[src/rx_ctrl_pkg.sv]
/*
  Shared constants for the receive gain, offset servo and filter calibration control.
  Assumes a single 40 MHz clock domain and the documented register port.
*/
package rx_ctrl_pkg;
  // ==========================================================
  // register map
  localparam logic [7:0] ADDR_FILTER_POWER  = 8'h07;
  localparam logic [7:0] ADDR_CUTOFF_TARGET = 8'h08;
  localparam int         FILTER_EN_BIT      = 0;
  localparam logic [7:0] FILTER_POWER_RESET = 8'h01; // filter active after reset
  localparam logic [7:0] CUTOFF_RESET       = 8'h80;
  // ==========================================================
  // gain mapping
  localparam logic [5:0] GAIN_MAX_CODE   = 6'h3C;  // 60 steps: -12..+48 dB
  localparam logic [5:0] ALT_STEP_CODES  = 6'h08;  // 8 dB per short code step
  localparam logic [2:0] ALT_MAX_CODE    = 3'h6;   // -12..+36 dB
  localparam logic [3:0] COARSE_MAX_STEP = 4'h9;   // 0..9 steps of 6 dB
  localparam logic [5:0] COARSE_STEP_DB  = 6'h06;
  localparam logic [2:0] FINE_MAX_DB     = 3'h6;
  localparam logic [2:0] STAGE_HIGH_GAIN = 3'h7;   // forced during offset servo
  // ==========================================================
  // offset servo and timing
  localparam int         CAL_DAC_W       = 8;
  localparam logic [11:0] OFFSET_LIMIT   = 12'h020; // +/-32 LSB
  localparam real        CLK_MHZ         = 40.0;
  localparam real        FILTER_CAL_US   = 100.0;
  localparam int         FILTER_CAL_CYC  = int'(FILTER_CAL_US * CLK_MHZ) - 1; // busy ends by 100 us
  localparam int         SETTLE_CYC      = 16;
  typedef enum logic [1:0] {
    OC_IDLE   = 2'b00,
    OC_SETTLE = 2'b01,
    OC_MEAS   = 2'b10
  } oc_state_t;
endpackage

[src/rx_gain_filter_calibration_control.sv]
/*
  Receive front-end control: gain word mapping, input offset servo and filter cutoff
  calibration start. Assumes a register port with address, data and write strobe, and
  an analog side that returns an averaged offset and a filter calibration done flag.
*/
// How it works
// - A 6-bit gain word sets the receive amplifier from -12 dB to +48 dB in 1 dB steps.
// - A 3-bit alternative code sets -12 dB to +36 dB in 8 dB steps.
// - The coarse section is two cascaded stages spanning -12..+42 dB in 6 dB steps.
// - The fine section adds 0 to 6 dB in 1 dB steps.
// - A lookup table gives every stage its own setting from the gain value.
// - Offset cancellation runs after reset and whenever the host requests it.
// - During cancellation the input is shorted and every stage is forced high.
// - A servo steps a calibration DAC until the offset is within +/-32 LSB or the DAC reaches a rail.
// - Each write of the cutoff target starts a filter calibration of at most 100 us.
// - The filter is enabled after reset; clearing bit 0 at 0x07 bypasses it.
// - An 8-bit cutoff target is held at 0x08.
`timescale 1ns/1ps
module rx_gain_filter_calibration_control #(
  parameter int CAL_DAC_W = rx_ctrl_pkg::CAL_DAC_W,
  parameter int FILTER_CAL_CYC = rx_ctrl_pkg::FILTER_CAL_CYC
) (
  input  wire logic                 CLK_I,
  input  wire logic                 RST_N_I,
  input  wire logic [7:0]           REG_ADDR_I,
  input  wire logic [7:0]           REG_WDATA_I,
  input  wire logic                 REG_WR_I,
  output logic      [7:0]           REG_RDATA_O,
  input  wire logic [5:0]           GAIN_WORD_I,
  input  wire logic [2:0]           ALT_GAIN_I,
  input  wire logic                 ALT_GAIN_SEL_I,
  input  wire logic                 OFFSET_CAL_REQ_I,
  input  wire logic                 OFFSET_VALID_I,
  input  wire logic signed [11:0]   OFFSET_MEAS_I,
  input  wire logic                 FILTER_CAL_DONE_I,
  output logic      [1:0]           COARSE_STAGE1_O,
  output logic      [2:0]           COARSE_STAGE2_O,
  output logic      [2:0]           FINE_GAIN_O,
  output logic                      INPUT_SHORT_O,
  output logic [CAL_DAC_W-1:0]      CAL_DAC_O,
  output logic                      OFFSET_CAL_BUSY_O,
  output logic                      FILTER_ENABLE_O,
  output logic      [7:0]           CUTOFF_TARGET_O,
  output logic                      FILTER_CAL_START_O,
  output logic                      FILTER_CAL_BUSY_O
);
  // ==========================================================
  // gain selection
  logic [5:0] gain_step;
  logic [5:0] alt_step;
  logic [2:0] alt_clip;
  logic [1:0] lut_s1;
  logic [2:0] lut_s2;
  logic [2:0] lut_fine;
  // short codes above the top step saturate at +36 dB rather than wrap
  assign alt_clip = (ALT_GAIN_I > rx_ctrl_pkg::ALT_MAX_CODE) ? rx_ctrl_pkg::ALT_MAX_CODE
                                                              : ALT_GAIN_I;
  assign alt_step = 6'(alt_clip) * rx_ctrl_pkg::ALT_STEP_CODES;
  assign gain_step = ALT_GAIN_SEL_I ? alt_step
                   : (GAIN_WORD_I > rx_ctrl_pkg::GAIN_MAX_CODE) ? rx_ctrl_pkg::GAIN_MAX_CODE
                   : GAIN_WORD_I;

  gain_lut u_lut (
    .step_i   (gain_step),
    .stage1_o (lut_s1),
    .stage2_o (lut_s2),
    .fine_o   (lut_fine)
  );

  // ==========================================================
  // registers at 0x07 and 0x08
  logic [7:0] filter_power;
  logic [7:0] cutoff_target;
  logic       wr_power;
  logic       wr_target;
  logic [7:0] next_rdata;
  assign wr_power  = REG_WR_I && (REG_ADDR_I == rx_ctrl_pkg::ADDR_FILTER_POWER);
  assign wr_target = REG_WR_I && (REG_ADDR_I == rx_ctrl_pkg::ADDR_CUTOFF_TARGET);
  assign next_rdata = (REG_ADDR_I == rx_ctrl_pkg::ADDR_FILTER_POWER)  ? filter_power
                    : (REG_ADDR_I == rx_ctrl_pkg::ADDR_CUTOFF_TARGET) ? cutoff_target
                    : 8'h00;

  // register storage; other bits of 0x07 are kept for neighbouring blocks
  always_ff @(posedge CLK_I or negedge RST_N_I) begin
    if (!RST_N_I) begin
      filter_power  <= rx_ctrl_pkg::FILTER_POWER_RESET;
      cutoff_target <= rx_ctrl_pkg::CUTOFF_RESET;
    end else begin
      if (wr_power) filter_power <= REG_WDATA_I;
      if (wr_target) cutoff_target <= REG_WDATA_I;
    end
  end

  // ==========================================================
  // filter calibration timer
  logic [$clog2(FILTER_CAL_CYC+1)-1:0] fcal_cnt;
  logic                                fcal_busy;
  logic                                fcal_end;
  // analog done or the timeout ends the run, so it never exceeds the limit
  assign fcal_end = fcal_busy && (FILTER_CAL_DONE_I ||
                    (fcal_cnt == ($clog2(FILTER_CAL_CYC+1))'(FILTER_CAL_CYC)));

  // a write always wins and restarts the count, even mid-run
  always_ff @(posedge CLK_I or negedge RST_N_I) begin
    if (!RST_N_I) begin
      fcal_busy <= 1'b0;
      fcal_cnt  <= '0;
    end else if (wr_target) begin
      fcal_busy <= 1'b1;
      fcal_cnt  <= '0;
    end else if (fcal_end) begin
      fcal_busy <= 1'b0;
    end else if (fcal_busy) begin
      fcal_cnt  <= fcal_cnt + 1'b1;
    end
  end

  // ==========================================================
  // offset cancellation servo
  rx_ctrl_pkg::oc_state_t oc_state;
  rx_ctrl_pkg::oc_state_t next_oc_state;
  logic [4:0]             settle_cnt;
  logic [CAL_DAC_W-1:0]   cal_dac;
  logic                   in_window;
  logic                   too_high;
  logic                   dac_at_rail;
  assign in_window = (OFFSET_MEAS_I <= $signed({1'b0, rx_ctrl_pkg::OFFSET_LIMIT[10:0]})) &&
                     (OFFSET_MEAS_I >= -$signed({1'b0, rx_ctrl_pkg::OFFSET_LIMIT[10:0]}));
  assign too_high  = OFFSET_MEAS_I > 12'sh000;
  // a stuck rail would loop forever, so the servo gives up there
  assign dac_at_rail = too_high ? (cal_dac == '0) : (cal_dac == '1);

  // state decode for the servo
  always_comb begin
    next_oc_state = oc_state;
    unique case (oc_state)
      rx_ctrl_pkg::OC_IDLE:   if (OFFSET_CAL_REQ_I) next_oc_state = rx_ctrl_pkg::OC_SETTLE;
      rx_ctrl_pkg::OC_SETTLE: if (settle_cnt == 5'(rx_ctrl_pkg::SETTLE_CYC - 1))
                                next_oc_state = rx_ctrl_pkg::OC_MEAS;
      rx_ctrl_pkg::OC_MEAS:   if (OFFSET_VALID_I)
                                next_oc_state = (in_window || dac_at_rail)
                                              ? rx_ctrl_pkg::OC_IDLE
                                              : rx_ctrl_pkg::OC_SETTLE;
      default:                next_oc_state = rx_ctrl_pkg::OC_IDLE;
    endcase
  end

  // reset lands in SETTLE so the servo runs once after power-up
  always_ff @(posedge CLK_I or negedge RST_N_I) begin
    if (!RST_N_I) begin
      oc_state   <= rx_ctrl_pkg::OC_SETTLE;
      settle_cnt <= '0;
      cal_dac    <= {1'b1, {(CAL_DAC_W-1){1'b0}}};
    end else begin
      oc_state   <= next_oc_state;
      settle_cnt <= (oc_state == rx_ctrl_pkg::OC_SETTLE) ? settle_cnt + 5'h01 : 5'h00;
      if (oc_state == rx_ctrl_pkg::OC_MEAS && OFFSET_VALID_I && !in_window && !dac_at_rail)
        cal_dac <= too_high ? cal_dac - 1'b1 : cal_dac + 1'b1;
    end
  end

  // ==========================================================
  // output registers
  logic oc_active;
  assign oc_active = (next_oc_state != rx_ctrl_pkg::OC_IDLE);

  // stage settings: forced high gain while the servo runs
  always_ff @(posedge CLK_I or negedge RST_N_I) begin
    if (!RST_N_I) begin
      COARSE_STAGE1_O    <= 2'h0;
      COARSE_STAGE2_O    <= 3'h0;
      FINE_GAIN_O        <= 3'h0;
      INPUT_SHORT_O      <= 1'b0;
      CAL_DAC_O          <= '0;
      OFFSET_CAL_BUSY_O  <= 1'b0;
      FILTER_ENABLE_O    <= 1'b0;
      CUTOFF_TARGET_O    <= 8'h00;
      FILTER_CAL_START_O <= 1'b0;
      FILTER_CAL_BUSY_O  <= 1'b0;
      REG_RDATA_O        <= 8'h00;
    end else begin
      COARSE_STAGE1_O    <= oc_active ? 2'h3 : lut_s1;
      COARSE_STAGE2_O    <= oc_active ? rx_ctrl_pkg::STAGE_HIGH_GAIN : lut_s2;
      FINE_GAIN_O        <= oc_active ? rx_ctrl_pkg::FINE_MAX_DB : lut_fine;
      INPUT_SHORT_O      <= oc_active;
      CAL_DAC_O          <= cal_dac;
      OFFSET_CAL_BUSY_O  <= oc_active;
      FILTER_ENABLE_O    <= filter_power[rx_ctrl_pkg::FILTER_EN_BIT];
      CUTOFF_TARGET_O    <= cutoff_target;
      FILTER_CAL_START_O <= wr_target;
      FILTER_CAL_BUSY_O  <= fcal_busy;
      REG_RDATA_O        <= next_rdata;
    end
  end
endmodule // rx_gain_filter_calibration_control

[src/gain_lut.sv]
/*
  Lookup from a 6-bit gain step to coarse and fine stage settings.
  Assumes the step input is already limited to the legal range.
*/
`timescale 1ns/1ps
module gain_lut (
  input  wire logic [5:0] step_i,
  output logic      [1:0] stage1_o,
  output logic      [2:0] stage2_o,
  output logic      [2:0] fine_o
);
  // ==========================================================
  // split: coarse part in 6 dB units, fine remainder 0..6 dB
  logic [3:0] coarse;
  logic [5:0] rem_db;
  assign coarse = (step_i / rx_ctrl_pkg::COARSE_STEP_DB > 6'(rx_ctrl_pkg::COARSE_MAX_STEP))
                  ? rx_ctrl_pkg::COARSE_MAX_STEP
                  : 4'(step_i / rx_ctrl_pkg::COARSE_STEP_DB);
  assign rem_db = step_i - 6'(coarse) * rx_ctrl_pkg::COARSE_STEP_DB;
  // first stage takes up to 3 steps, second the rest; keeps first stage low-noise
  assign stage1_o = (coarse > 4'h3) ? 2'h3 : coarse[1:0];
  assign stage2_o = (coarse > 4'h3) ? 3'(coarse - 4'h3) : 3'h0;
  assign fine_o   = (rem_db > 6'(rx_ctrl_pkg::FINE_MAX_DB))
                    ? rx_ctrl_pkg::FINE_MAX_DB : rem_db[2:0];
endmodule // gain_lut

[config.mk]
export PLATFORM = sky130hd
export DESIGN_NAME = rx_gain_filter_calibration_control
export DESIGN_NICKNAME = d
export VERILOG_FILES = /design/src/rx_ctrl_pkg.sv /design/src/rx_gain_filter_calibration_control.sv /design/src/gain_lut.sv
export SDC_FILE = /design/constraint.sdc
export NUM_CORES = 1
export LEC_CHECK = 0
export BUFFER_PORTS_ARGS = -buffer_cell sky130_fd_sc_hd__buf_4
export CELL_PAD_IN_SITES_DETAIL_PLACEMENT = 0
export CELL_PAD_IN_SITES_GLOBAL_PLACEMENT = 1
export CORE_ASPECT_RATIO = 0.75
export CORE_MARGIN = 1.5
export CORE_UTILIZATION = 44
export CTS_BUF_LIST = sky130_fd_sc_hd__clkbuf_8
export CTS_CLUSTER_DIAMETER = 100
export CTS_CLUSTER_SIZE = 30
export DETAILED_ROUTE_END_ITERATION = 7
export PLACE_DENSITY = 0.81
export SLEW_MARGIN = 25
export SYNTH_ARGS = -nofsm -noshare
export SYNTH_HDL_FRONTEND = slang
export SYNTH_SLANG_ARGS = --single-unit
[constraint.sdc]
create_clock -name CLK_I -period 2.59 [get_ports CLK_I]
set_input_delay 0.3885 -clock CLK_I [delete_from_list [all_inputs] [get_ports CLK_I]]
set_output_delay 0.3885 -clock CLK_I [all_outputs]
set_load 0.1 [all_outputs]
== Word-level counts from Yosys, hierarchy flattened ==
Cells that the tools add are included.

* Register bits after elaboration: 80
* Input port bits: 44
* Output and inout bits: 37
* Word-level logic and storage cells: 83

* Eq/ne operators: 8
* Multiply operators: 1
* Reduce and logical (&&, ||, !) cells: 17
* Add/sub/neg operators: 6
* Mux-type cells: 25
* Divide/modulo/power cells: 1
* Order comparisons: 8

{| class="wikitable"
|+ Operators with widths
! kind !! count
|-
| $mux W12 || 3
|-
| $mux W8 || 3
|-
| $mux W3 || 5
|-
| $add A12 B1 Y12 const B || 1
|-
| $eq A12 B12 Y1 const B || 1
|-
| $ge A12 B6 Y1 const B || 1
|-
| $gt A12 B1 Y1 const B || 1
|-
| $le A12 B7 Y1 const B || 1
|-
| $mux W6 || 2
|-
| $mux W2 || 5
|-
| $add A8 B1 Y8 const B || 1
|-
| $eq A8 B3 Y1 const B || 1
|-
| $eq A8 B4 Y1 const B || 1
|-
| $eq A8 B8 Y1 const B || 1
|-
| $logic_not A8 Y1 || 1
|-
| $sub A8 B1 Y8 const B || 1
|-
| $logic_and A1 B1 Y1 || 7
|-
| $div A6 B3 Y6 const B || 1
|-
| $gt A6 B3 Y1 const B || 1
|-
| $gt A6 B4 Y1 const B || 1
|-
| $gt A6 B6 Y1 const B || 1
|-
| $pmux W2 S3 || 1
|-
| $reduce_bool A2 Y1 || 3
|-
| $sub A6 B6 Y6 || 1
|-
| other kinds (16) || 21
|}

== Longest topological paths before layout ==
Gate-level depths: netlist (run 1).

* Depth in word-level cells: 11
* Depth in mapped cells: 19
* Mapped depth without buffers: 18

== Modules after synthesis ==
Synthesis (run 1) repeated with hierarchy kept, for this count alone.

* Cells, all modules: 333
* Area, all modules: 3940.0 um2

{| class="wikitable"
|+ Modules (own cells, without submodules)
! module !! cells an instance !! times used !! area an instance (um2) !! sequential area each (um2)
|-
| rx_gain_filter_calibration_control || 273 || 1 || 3477.1 || 2006.9
|-
| gain_lut || 60 || 1 || 462.9 || 0.0
|}

== Least setup slack after synthesis (run 1) ==
OpenSTA, ideal clock, no wires.

* Kind: input-to-reg
* From: in ALT_GAIN_SEL_I
* To: reg FINE_GAIN_O[0]
* Path slack: -1476 ps
* Stages on the path: 17
* Buffers on the path: 1
* Data required time: 2470 ps
* Data arrival time: 3946 ps
* Setup time: 120 ps
* Cells stage by stage: buf_4 -> nor2b_1 -> a31oi_1 -> inv_1 -> ha_1 -> or4_1 -> a211oi_1 -> a211oi_2 -> ha_1 -> inv_1 -> fa_1 -> ha_1 -> a21o_1 -> a21oi_1 -> xnor2_1 -> and4_1 -> and3_1

* Longest elaborated chain between the ends: 9

{| class="wikitable"
|+ RTL lines
! element !! line !! text
|-
| from (decl) || rx_gain_filter_calibration_control.sv:31 || <nowiki>input wire logic ALT_GAIN_SEL_I,</nowiki>
|-
| $mux W6 (*) || rx_gain_filter_calibration_control.sv:59 || <nowiki>assign gain_step = ALT_GAIN_SEL_I ? alt_step</nowiki>
|-
| $div A6 B3 Y6 || gain_lut.sv:16, gain_lut.sv:18 ||
|-
| $gt A6 B4 Y1 || gain_lut.sv:16 || <nowiki>assign coarse = (step_i / rx_ctrl_pkg::COARSE_STEP_DB > 6'(rx_ctrl_pkg::COARSE_MAX_STEP))</nowiki>
|-
| $mux W4 || gain_lut.sv:17 || <nowiki>? rx_ctrl_pkg::COARSE_MAX_STEP</nowiki>
|-
| $mul A4 B2 Y5 || gain_lut.sv:19 || <nowiki>assign rem_db = step_i - 6'(coarse) * rx_ctrl_pkg::COARSE_STEP_DB;</nowiki>
|-
| $sub A6 B6 Y6 (*) || gain_lut.sv:19 ||
|-
| $gt A6 B3 Y1 || gain_lut.sv:23 || <nowiki>assign fine_o = (rem_db > 6'(rx_ctrl_pkg::FINE_MAX_DB))</nowiki>
|-
| $mux W3 (*) || gain_lut.sv:24 || <nowiki>? rx_ctrl_pkg::FINE_MAX_DB : rem_db[2:0];</nowiki>
|-
| $mux W3 (*) || rx_gain_filter_calibration_control.sv:184 || <nowiki>FINE_GAIN_O <= oc_active ? rx_ctrl_pkg::FINE_MAX_DB : lut_fine;</nowiki>
|-
| to (signal assigned) || rx_gain_filter_calibration_control.sv:184 ||
|-
| to (decl) || rx_gain_filter_calibration_control.sv:38 || <nowiki>output logic [2:0] FINE_GAIN_O,</nowiki>
|}

Every way passes the cells marked *; elsewhere a longest branch is shown, timed or not.
A chain may end at the register's enable or synchronous reset.

== Worst setup path in the final report (run 1) ==
Same ends and word-level chain as after synthesis.

==> out/metrics.cfg, run 1 <==
[layout]
fin_util_pct = 63.1
area_growth_pct = 39.1
antenna_cells = 0
drive_above_1_share_pct = 41.3
finalInstanceArea_sq_mm = 0.00536
fillers = 716
nNetsFinal = 549

[drt]
drt-total-wl_um = 8320
ant_nets = 0
viasPerCell = 4.99
routed-wl-met3_um = 357
m1WireLength_um = 4030
route.met2.wl_um = 3820
first_pass_iters = 4
drc = 0
wl_per_cell_um = 13.9
vias = 2988
drt-initial-drc-count = 102
top_layer = met4

[sta]
min_period_ps = 3430
rsz0062_at_grt = true
tns_ps = -2420
holdWs_ps = 49.8
fin_crit_sh_pct = 132
tightest_slew_ps = 693
fmax_ghz = 0.292
clock-skew-final_ps = 11.2
setup_viol = 3
finalMaxSlewViolations = 0
slew_headroom_pct = 53.8
fin_ws_ps = -838
hold_viol = 0

[global_routing]
grt_max_degree = 81
grt_antenna_before_repair = 0
grt.total_usage_pct = 19.3
grt_pass1_vias = 3014
grt_pass1_wl_um = 14300
globalRouteOverflowTotal = 0

[critical_path]
reg2reg_slack_ps = 440
crit_arrival_ps = 3720
path_cells = buf_12, mux2_4, nor2_4, ha_4, or4_4, a211oi_2, a211oi_2, ha_2, inv_2, fa_2, ha_4, a21o_1, a21oi_2, xnor2_1, and4_1, and3_1
r2r_end = FINE_GAIN_O[0]
path_max_fanout = 5
slowest_delay_ps = 500
required_ps = 2880
endpoint_kind = flop
path_class = input pin to flop
worst-r2r-cell-count = 6
cp_slowest_cell = or4_4
reg2reg_from = cal_dac[2]
start_kind = input pin

[synthesis]
synth_nets = 413
ys_seq_elements = 80
synth_area_leaders = dfrtp_1 (49%), ha_1 (5.2%), mux2_2 (4.1%)
synth_top_area_cell = dfrtp_1
async_flop_share_pct = 100
seq_area_frac_synth_pct = 52.1
synth_area_sq_mm = 0.00385
postSynthAreaPerCell_sq_um = 11.0
synthFlopType = dfrtp_1
synth_cells = 350
yosysWarnings = 0
synth-edff-count = 0
ys_types = 58
synthTopCellsByCount = dfrtp_1 (76), nand2_1 (42), nor2_1 (28)
yosysTopAreaCellShare_pct = 49.4
synth_most_common_cell = dfrtp_1

[power]
p_leak_nw = 2.58
peakVddDrop_mv = 0.335
power_density_mw_per_mm2 = 725
clockPowerShare_pct = 27.6
power_frac_comb_pct = 34.7
p_int_mw = 2.47
power_frac_seq_pct = 37.8
swShare_pct = 36.3
power.total_mw = 3.89
p_switching_mw = 1.41

[cts]
clk-insertion-delay-late_ps = 350
clock_tree.root_cell = clkbuf_8
hold_buffers = 0
cts_tree = yes
cts_max_level = 3
path_clk_slew_ps = 100
cts_buffer_depth = 2
cts.sink_count = 80
cts_buffers = 9

[flow_run]
maxCapViolCount = 0

[place]
place_area_sq_mm = 0.00504
place.gp.congestion = 0.845
port_buffers = 80
post-dp-hpwl_um = 6150

[outcome]
violations = negative setup slack
status = finished with violations

[floorplanning]
die_w_um = 111
dieArea_sq_mm = 0.00933
rows = 29
initial_core_util_pct = 45.4
pin_count = 81
core_sq_mm = 0.00849
die_h_um = 84.0

[min_path]
hold_class = input pin to async pin

## how the worst max path moves through the flow
stage | from | endpoint | slack [ps] | cells past startpoint
after floorplan | ALT_GAIN_SEL_I | FINE_GAIN_O[0] | -1160 | 16
after global placement | ALT_GAIN_SEL_I | FINE_GAIN_O[0] | -1200 | 16
after detailed placement | ALT_GAIN_SEL_I | FINE_GAIN_O[0] | -1260 | 16
after CTS | ALT_GAIN_SEL_I | FINE_GAIN_O[0] | -840 | 16
after global routing | GAIN_WORD_I[3] | FINE_GAIN_O[0] | -970 | 17
final | ALT_GAIN_SEL_I | FINE_GAIN_O[0] | -840 | 16
## state kept, by name (all words and copies together), names as in the netlist, 2 cells and up
name	flops
CAL_DAC_O	8
settle_cnt	5
oc_state	2
cutoff_target	8
COARSE_STAGE1_O	2
REG_RDATA_O	8
cal_dac	8
fcal_cnt	12
COARSE_STAGE2_O	3
FINE_GAIN_O	3
filter_power	8
CUTOFF_TARGET_O	8
## per-layer routing
layer  vias to the layer above  global-route usage (%)
li1                       1496                       -
met1                      1426                    26.6
met2                        54                    30.5
met3                        12                    4.94
met4                         0                    5.18
met5                         -                       0
## cells in the final DEF (no fill, tap or decap), drive strengths merged, types with 7 or more instances in the layout
cell type / instances
a21oi: 14
a22o: 8
buf: 130
clkbuf: 9
dfrtp: 76
ha: 16
inv: 29
mux2: 14
nand2: 43
nand3: 11
nor2: 29
nor3: 7
o21ai: 8
xnor2: 16
xor2: 7
## cells by family (layout without fill, tap and decap cells)
| group | after synthesis | after routing | synth area share, % |
|---|---|---|---|
| AO/OA/AOI/OAI | 55 | 55 | 10.7 |
| AND/OR/NAND/NOR | 124 | 124 | 16.0 |
| buffers and inverters | 30 | 171 | 3.35 |
| adder cells (fa/ha/maj) | 19 | 19 | 6.76 |
| multiplexers | 19 | 19 | 5.82 |
| flip-flops | 80 | 80 | 52.1 |
| XOR/XNOR | 23 | 23 | 5.23 |
## through the flow
| stage | worst slack [ps] | cells |
|---|---|---|
| 2_1_floorplan | -1160 | 350 |
| 3_3_place_gp | -1200 | 579 |
| 3_5_place_dp | -1260 | 579 |
| 4_1_cts | -839 | 598 |
| 5_1_grt | -971 | 599 |
| 6_report | -838 | 599 |
## worst max-delay path, delay by kind of cell
family                     cells  cell delay [ps]
adders and majority gates      4             1070
and+or+nand+nor                4             1020
AOI/OAI and AO/OA              4              620
muxes                          1              310
buffers and inverters          2              170
xor gates and xnor gates       1              120
## repair_timing
| item | CTS | global route |
|---|---|---|
| pin swaps | 17 | 10 |
| resized for setup | 5 | 9 |
| buffers inserted | 3 | 1 |
| endpoints found under the hold margin | 0 | 0 |
| setup endpoints to repair | 3 | 5 |
## power groups by stage
| stage | Combinational (mW) | Sequential (mW) | Clock [mW] |
|---|---|---|---|
| floorplan | 0.544 | 1.83 | 0 |
| CTS | 1.33 | 1.47 | 1.09 |
| global placement | 1.27 | 1.49 | 0 |
| global route | 1.46 | 1.49 | 1.15 |
| finish | 1.35 | 1.47 | 1.07 |
| detailed placement | 1.30 | 1.49 | 0 |
## final cells by class
cell class | count | area [sq um] | share of cell area (%)
clock buffers | 9 | 124 | 2.31
inverters | 25 | 101 | 1.89
well taps | 108 | 135 | 2.52
clock inverters | 7 | 109 | 2.03
flip-flops and latches | 80 | 2010 | 37.5
repair buffers | 130 | 996 | 18.6
multi-input cells | 240 | 1890 | 35.2
Power figures use the tool's default switching activity.
==> run 2, diff against run 1 <==
Settings changed: SKIP_CTS_REPAIR_TIMING set to 1.
==> run 2 against run 1 <==
The flow still finishes with violations (negative setup slack). Core utilization increased by 0.16 points. First-iteration DRC count is 4.9% higher. Wire length is 0.17% higher. Clock power is essentially flat. Worst hold slack better by 1.3 ps. Critical path depth stayed put. Die area unchanged. Final cell count unchanged. Non-clock buffer count is the same.
==> out/metrics.cfg, run 2 (synthesis results as in run 1) <==
[critical_path]
r2r_end = FINE_GAIN_O[0]
required_ps = 2880  ; about the same
path_max_fanout = 5  ; unchanged
start_kind = input pin
reg2reg_from = cal_dac[2]
reg2reg_slack_ps = 450  ; about the same
crit_arrival_ps = 3720  ; about the same
worst-r2r-cell-count = 6  ; unchanged
endpoint_kind = flop
path_class = input pin to flop

[sta]
fmax_ghz = 0.291  ; -0.15%
clock-skew-final_ps = 11.7  ; +0.573 ps
fin_crit_sh_pct = 133  ; +0.20 points
min_period_ps = 3430  ; +5.08 ps
finalMaxSlewViolations = 0  ; unchanged
holdWs_ps = 51.1  ; +1.32 ps
fin_ws_ps = -843  ; -5.08 ps
tightest_slew_ps = 696  ; +2.79 ps
setup_viol = 3  ; unchanged
slew_headroom_pct = 53.6  ; -0.19 points
tns_ps = -2440  ; -21.9 ps
hold_viol = 0  ; unchanged
rsz0062_at_grt = true

[layout]
layout_common_cells = buf_4 (127), dfrtp_1 (76), nand2_1 (42)
nNetsFinal = 549  ; unchanged
largest_reg_flops = 12  ; unchanged
drive_above_1_share_pct = 41.3  ; unchanged
layout_commonest_cell = buf_4
fin_cells = 599  ; unchanged
antenna_cells = 0  ; unchanged
fillers = 710  ; -0.84%
top_register = fcal_cnt
area_growth_pct = 39.5
finalInstanceArea_sq_mm = 0.00537  ; +0.26%
fin_util_pct = 63.3  ; +0.16 points

[power]
clockPowerShare_pct = 27.5  ; about the same
power_frac_seq_pct = 37.8  ; about the same
power_density_mw_per_mm2 = 723  ; -0.21%
power_frac_comb_pct = 34.7  ; about the same
swShare_pct = 36.3  ; about the same
p_switching_mw = 1.41  ; about the same
peakVddDrop_mv = 0.335  ; about the same
p_leak_nw = 2.59  ; +0.20%
p_int_mw = 2.48  ; about the same

[cts]
cts.sink_count = 80  ; unchanged
cts_max_level = 3  ; unchanged
cts_buffer_depth = 2  ; unchanged
clk-insertion-delay-late_ps = 350  ; about the same
cts_tree = yes
path_clk_slew_ps = 100  ; about the same
cts_buffers = 9  ; unchanged
clock_tree.root_cell = clkbuf_8

[global_routing]
grt_antenna_before_repair = 0  ; unchanged
grt_max_degree = 81  ; unchanged
grt_pass1_wl_um = 14300  ; +0.19%
grt_pass1_vias = 3019  ; +0.17%
globalRouteOverflowTotal = 0  ; unchanged
grt.total_usage_pct = 19.3  ; unchanged

[drt]
wl_per_cell_um = 13.9  ; +0.17%
ant_nets = 0  ; unchanged
drt-total-wl_um = 8340  ; +0.17%
first_pass_iters = 4  ; unchanged
drc = 0  ; unchanged
viasPerCell = 5.00  ; +0.17%
vias = 2993  ; +0.17%
drt-initial-drc-count = 107  ; +4.9%

[floorplanning]
dieArea_sq_mm = 0.00933  ; unchanged
rows = 29  ; unchanged
die_h_um = 84.0  ; unchanged
die_w_um = 111  ; unchanged
pin_count = 81  ; unchanged
initial_core_util_pct = 45.4  ; unchanged
core_sq_mm = 0.00849  ; unchanged

[place]
place.gp.congestion = 0.845  ; unchanged
port_buffers = 80  ; unchanged
dp.cells = 579  ; unchanged
post-dp-hpwl_um = 6150  ; unchanged
place_area_sq_mm = 0.00504  ; unchanged

[min_path]
hold_class = input pin to async pin

[flow_run]
maxCapViolCount = 0  ; unchanged

[outcome]
status = finished with violations
violations = negative setup slack

-- run 2: layout make-up --
type | instances | area (sq um) | area share, %
Clock buffer | 9 | 124 | 2.31
Multi-Input combinational cell | 240 | 1900 | 35.4
Tap cell | 108 | 135 | 2.52
Timing Repair Buffer | 130 | 996 | 18.5
Inverter | 25 | 101 | 1.89
Clock inverter | 7 | 109 | 2.03
Sequential cell | 80 | 2010 | 37.4
-- run 2: power by group through the flow --
stage	combinational [mW]	sequential [mW]	clock (mW)
after floorplan	0.544	1.83	0
after global placement	1.27	1.49	0
after detailed placement	1.30	1.49	0
after CTS	1.31	1.47	1.09
after global routing	1.46	1.49	1.15
final	1.35	1.47	1.07
-- run 2: how the worst max path moves through the flow --
stage	startpoint	endpoint	slack, ps	cells after the start
floorplan	ALT_GAIN_SEL_I	FINE_GAIN_O[0]	-1160	16
finish	ALT_GAIN_SEL_I	FINE_GAIN_O[0]	-840	16
global placement	ALT_GAIN_SEL_I	FINE_GAIN_O[0]	-1200	16
global route	ALT_GAIN_SEL_I	FINE_GAIN_O[0]	-970	17
CTS	ALT_GAIN_SEL_I	FINE_GAIN_O[0]	-900	16
detailed placement	ALT_GAIN_SEL_I	FINE_GAIN_O[0]	-1260	16
-- run 2: layer usage --
| layer | vias up | part of all wire [%] | global-route usage [%] | wire, um |
|---|---|---|---|---|
| li1 | 1494 | - | - | - |
| met1 | 1424 | 48 | 26.6 | 4020 |
| met2 | 61 | 46 | 30.1 | 3810 |
| met3 | 14 | 4.4 | 5.01 | 371 |
| met4 | 0 | 1.6 | 5.64 | 137 |
| met5 | - | 0 | 0 | 0 |
-- run 2: worst max-delay path, cell delays in order --
cell and delay [ps]:
buf_12 120, mux2_4 310, nor2_4 120, ha_4 210, or4_4 490, a211oi_2 210
a211oi_2 70, ha_2 200, inv_2 50, fa_2 450, ha_4 260, a21o_1 180
a21oi_2 120, xnor2_1 120, and4_1 250, and3_1 150
-- run 2: metrics by stage --
stage | power (mW) | worst slack (ps)
4_1_cts | 3.87 | -904
5_1_grt | 4.10 | -970
2_1_floorplan | 2.38 | -1160
6_report | 3.89 | -843
3_5_place_dp | 2.80 | -1260
3_3_place_gp | 2.76 | -1200
==> run 3, diff against run 2 <==
Settings changed: CORE_ASPECT_RATIO 0.75 to 0.8.
==> run 3 against run 2 <==
The flow still finishes with violations (negative setup slack). Sequential power hardly changed. Sequential cell count is the same. Final area rose by 0.14%. Clock skew increased by 2.9 ps. Register-to-register slack barely moved. Total power is 2.7% lower. First-iteration DRC count is 1.9% higher. Wire length rose by 0.71%.
==> out/metrics.cfg, run 3 (synthesis results as in run 1) <==
[outcome]
status = finished with violations
violations = negative setup slack

[sta]
hold_viol = 0  ; unchanged
slew_headroom_pct = 53.3  ; -0.28 points
fin_crit_sh_pct = 134  ; +1.1 points
setup_viol = 3  ; unchanged
finalMaxSlewViolations = 0  ; unchanged
tightest_slew_ps = 700  ; +4.22 ps
holdWs_ps = 66.0  ; +14.9 ps
clock-skew-final_ps = 14.7  ; +2.93 ps
min_period_ps = 3460  ; +28.2 ps
rsz0062_at_grt = true
fmax_ghz = 0.289  ; -0.81%
fin_ws_ps = -871  ; -28.2 ps

[layout]
largest_reg_flops = 12  ; unchanged
multiInputGateArea_sq_mm = 0.00191  ; +0.66%
fin_util_pct = 63.4  ; +0.14 points
regArea_sq_mm = 0.00201  ; unchanged
nNetsFinal = 550  ; +0.18%
layout_common_cells = buf_4 (126), dfrtp_1 (76), nand2_1 (42)
drive_above_1_share_pct = 41.9  ; +0.53 points
antenna_cells = 0  ; unchanged
fillers = 713  ; +0.42%
top_register = fcal_cnt
layout_commonest_cell = buf_4
area_growth_pct = 39.7

[critical_path]
path_max_fanout = 5  ; unchanged
required_ps = 2870  ; about the same
cp.buffers_inverters = 2  ; unchanged
slowest_delay_ps = 490  ; about the same
start_kind = input pin
crit_arrival_ps = 3740  ; +20 ps
path_cells = buf_12, mux2_4, nor2_4, ha_4, or4_4, a211oi_2, a211oi_2, ha_2, inv_2, fa_1, ha_4, a21o_1, a21oi_2, xnor2_1, and4_1, and3_1
path_delay_family = adder cells
cp_slowest_cell = or4_4
path_class = input pin to flop
endpoint_kind = flop

[place]
post-dp-hpwl_um = 6230  ; +1.3%
place_ws_ps = -1280  ; -13.4 ps
port_buffers = 80  ; unchanged
place.gp.congestion = 0.789  ; -6.6%

[global_routing]
grt.total_usage_pct = 18.7  ; -0.52 points
grt_max_degree = 81  ; unchanged
grt_pass1_vias = 2949  ; -2.3%
grt_pass1_wl_um = 13700  ; -3.9%
globalRouteOverflowTotal = 0  ; unchanged
grt_antenna_before_repair = 0  ; unchanged

[power]
power_frac_comb_pct = 35.5  ; +0.8 points
power_frac_seq_pct = 38.9  ; +1.1 points
clockPowerShare_pct = 25.6  ; -1.9 points
swShare_pct = 36.8  ; +0.47 points
p_leak_nw = 2.58  ; -0.12%
p_int_mw = 2.39  ; -3.4%
peakVddDrop_mv = 0.348  ; +4.1%
power.total_mw = 3.78  ; -2.7%
power_density_mw_per_mm2 = 703  ; -2.8%
p_switching_mw = 1.39  ; -1.4%

[min_path]
hold_class = input pin to async pin

[cts]
clock_tree.root_cell = clkbuf_8
cts_buffer_depth = 2  ; unchanged
clk-insertion-delay-late_ps = 340  ; about the same
path_clk_slew_ps = 100  ; about the same
cts_tree = yes
cts_max_level = 3  ; unchanged
cts_buffers = 9  ; unchanged
cts.sink_count = 80  ; unchanged

[drt]
drc = 0  ; unchanged
first_pass_iters = 4  ; unchanged
vias = 3032  ; +1.3%
ant_nets = 0  ; unchanged
viasPerCell = 5.02  ; +0.46%
drt-total-wl_um = 8400  ; +0.71%
drt-initial-drc-count = 109  ; +1.9%
wl_per_cell_um = 13.9  ; -0.13%

[floorplanning]
dieArea_sq_mm = 0.00933  ; about the same
initial_core_util_pct = 45.4  ; about the same
rows = 30  ; +3.4%
die_h_um = 86.7  ; +3.2%
die_w_um = 108  ; -3.1%
core_sq_mm = 0.00848  ; about the same
pin_count = 81  ; unchanged

[flow_run]
maxCapViolCount = 0  ; unchanged

-- run 3: cell count changes in the layout (fill, tap and decap cells not counted), sizes merged --
cell,change
buf,+1
bufinv,-1
clkbuf,+1
clkinvlp,+1
inv,-1
-- run 3: final cells by class --
cell class | instances | area share (%)
well taps | 112 | 2.60
multi-input cells | 240 | 35.6
clock buffers | 10 | 2.56
flip-flops and latches | 80 | 37.3
repair buffers | 131 | 18.8
clock inverters | 6 | 1.35
inverters | 25 | 1.84
-- run 3: through the flow --
stage,TNS [ps],cells,instance area [sq um]
floorplan,-3390,350,4010
global placement,-4720,585,5060
detailed placement,-5200,585,5060
CTS,-2650,601,5280
global route,-3030,604,5380
finish,-2520,604,5380
-- run 3: power by group through the flow --
stage	clock network, mW	logic, mW	registers, mW
3_3_place_gp	0	1.28	1.49
6_report	0.970	1.34	1.47
4_1_cts	0.991	1.31	1.47
2_1_floorplan	0	0.544	1.83
5_1_grt	1.05	1.44	1.49
3_5_place_dp	0	1.31	1.49
-- run 3: final timing paths --
kind	startpoint	endpoint	slack, ps	cells after the start
max	ALT_GAIN_SEL_I	FINE_GAIN_O[0]	-870	16
min	RST_N_I	CUTOFF_TARGET_O[5]	70	1
max reg2reg	cal_dac[2]	FINE_GAIN_O[0]	460	6
min reg2reg	fcal_busy	FILTER_CAL_BUSY_O	370	0
max in group asynchronous	RST_N_I	CAL_DAC_O[0]	2030	1
min in group CLK_I	REG_WDATA_I[0]	cutoff_target[0]	250	3
-- run 3: routing by layer --
layer | vias up | GRT usage (%) | part of all wire (%)
li1 | 1500 | - | -
met1 | 1459 | 25.7 | 48
met2 | 65 | 30.9 | 47
met3 | 8 | 3.83 | 4.2
met4 | 0 | 4.31 | 0.87
met5 | - | 0 | 0
-- run 3: worst reg2reg max path, delay by kind of cell, from the launching register on --
kind            cells  cell delay [ps]
compound gates      2              370
simple gates        4             1220
flops               1              470
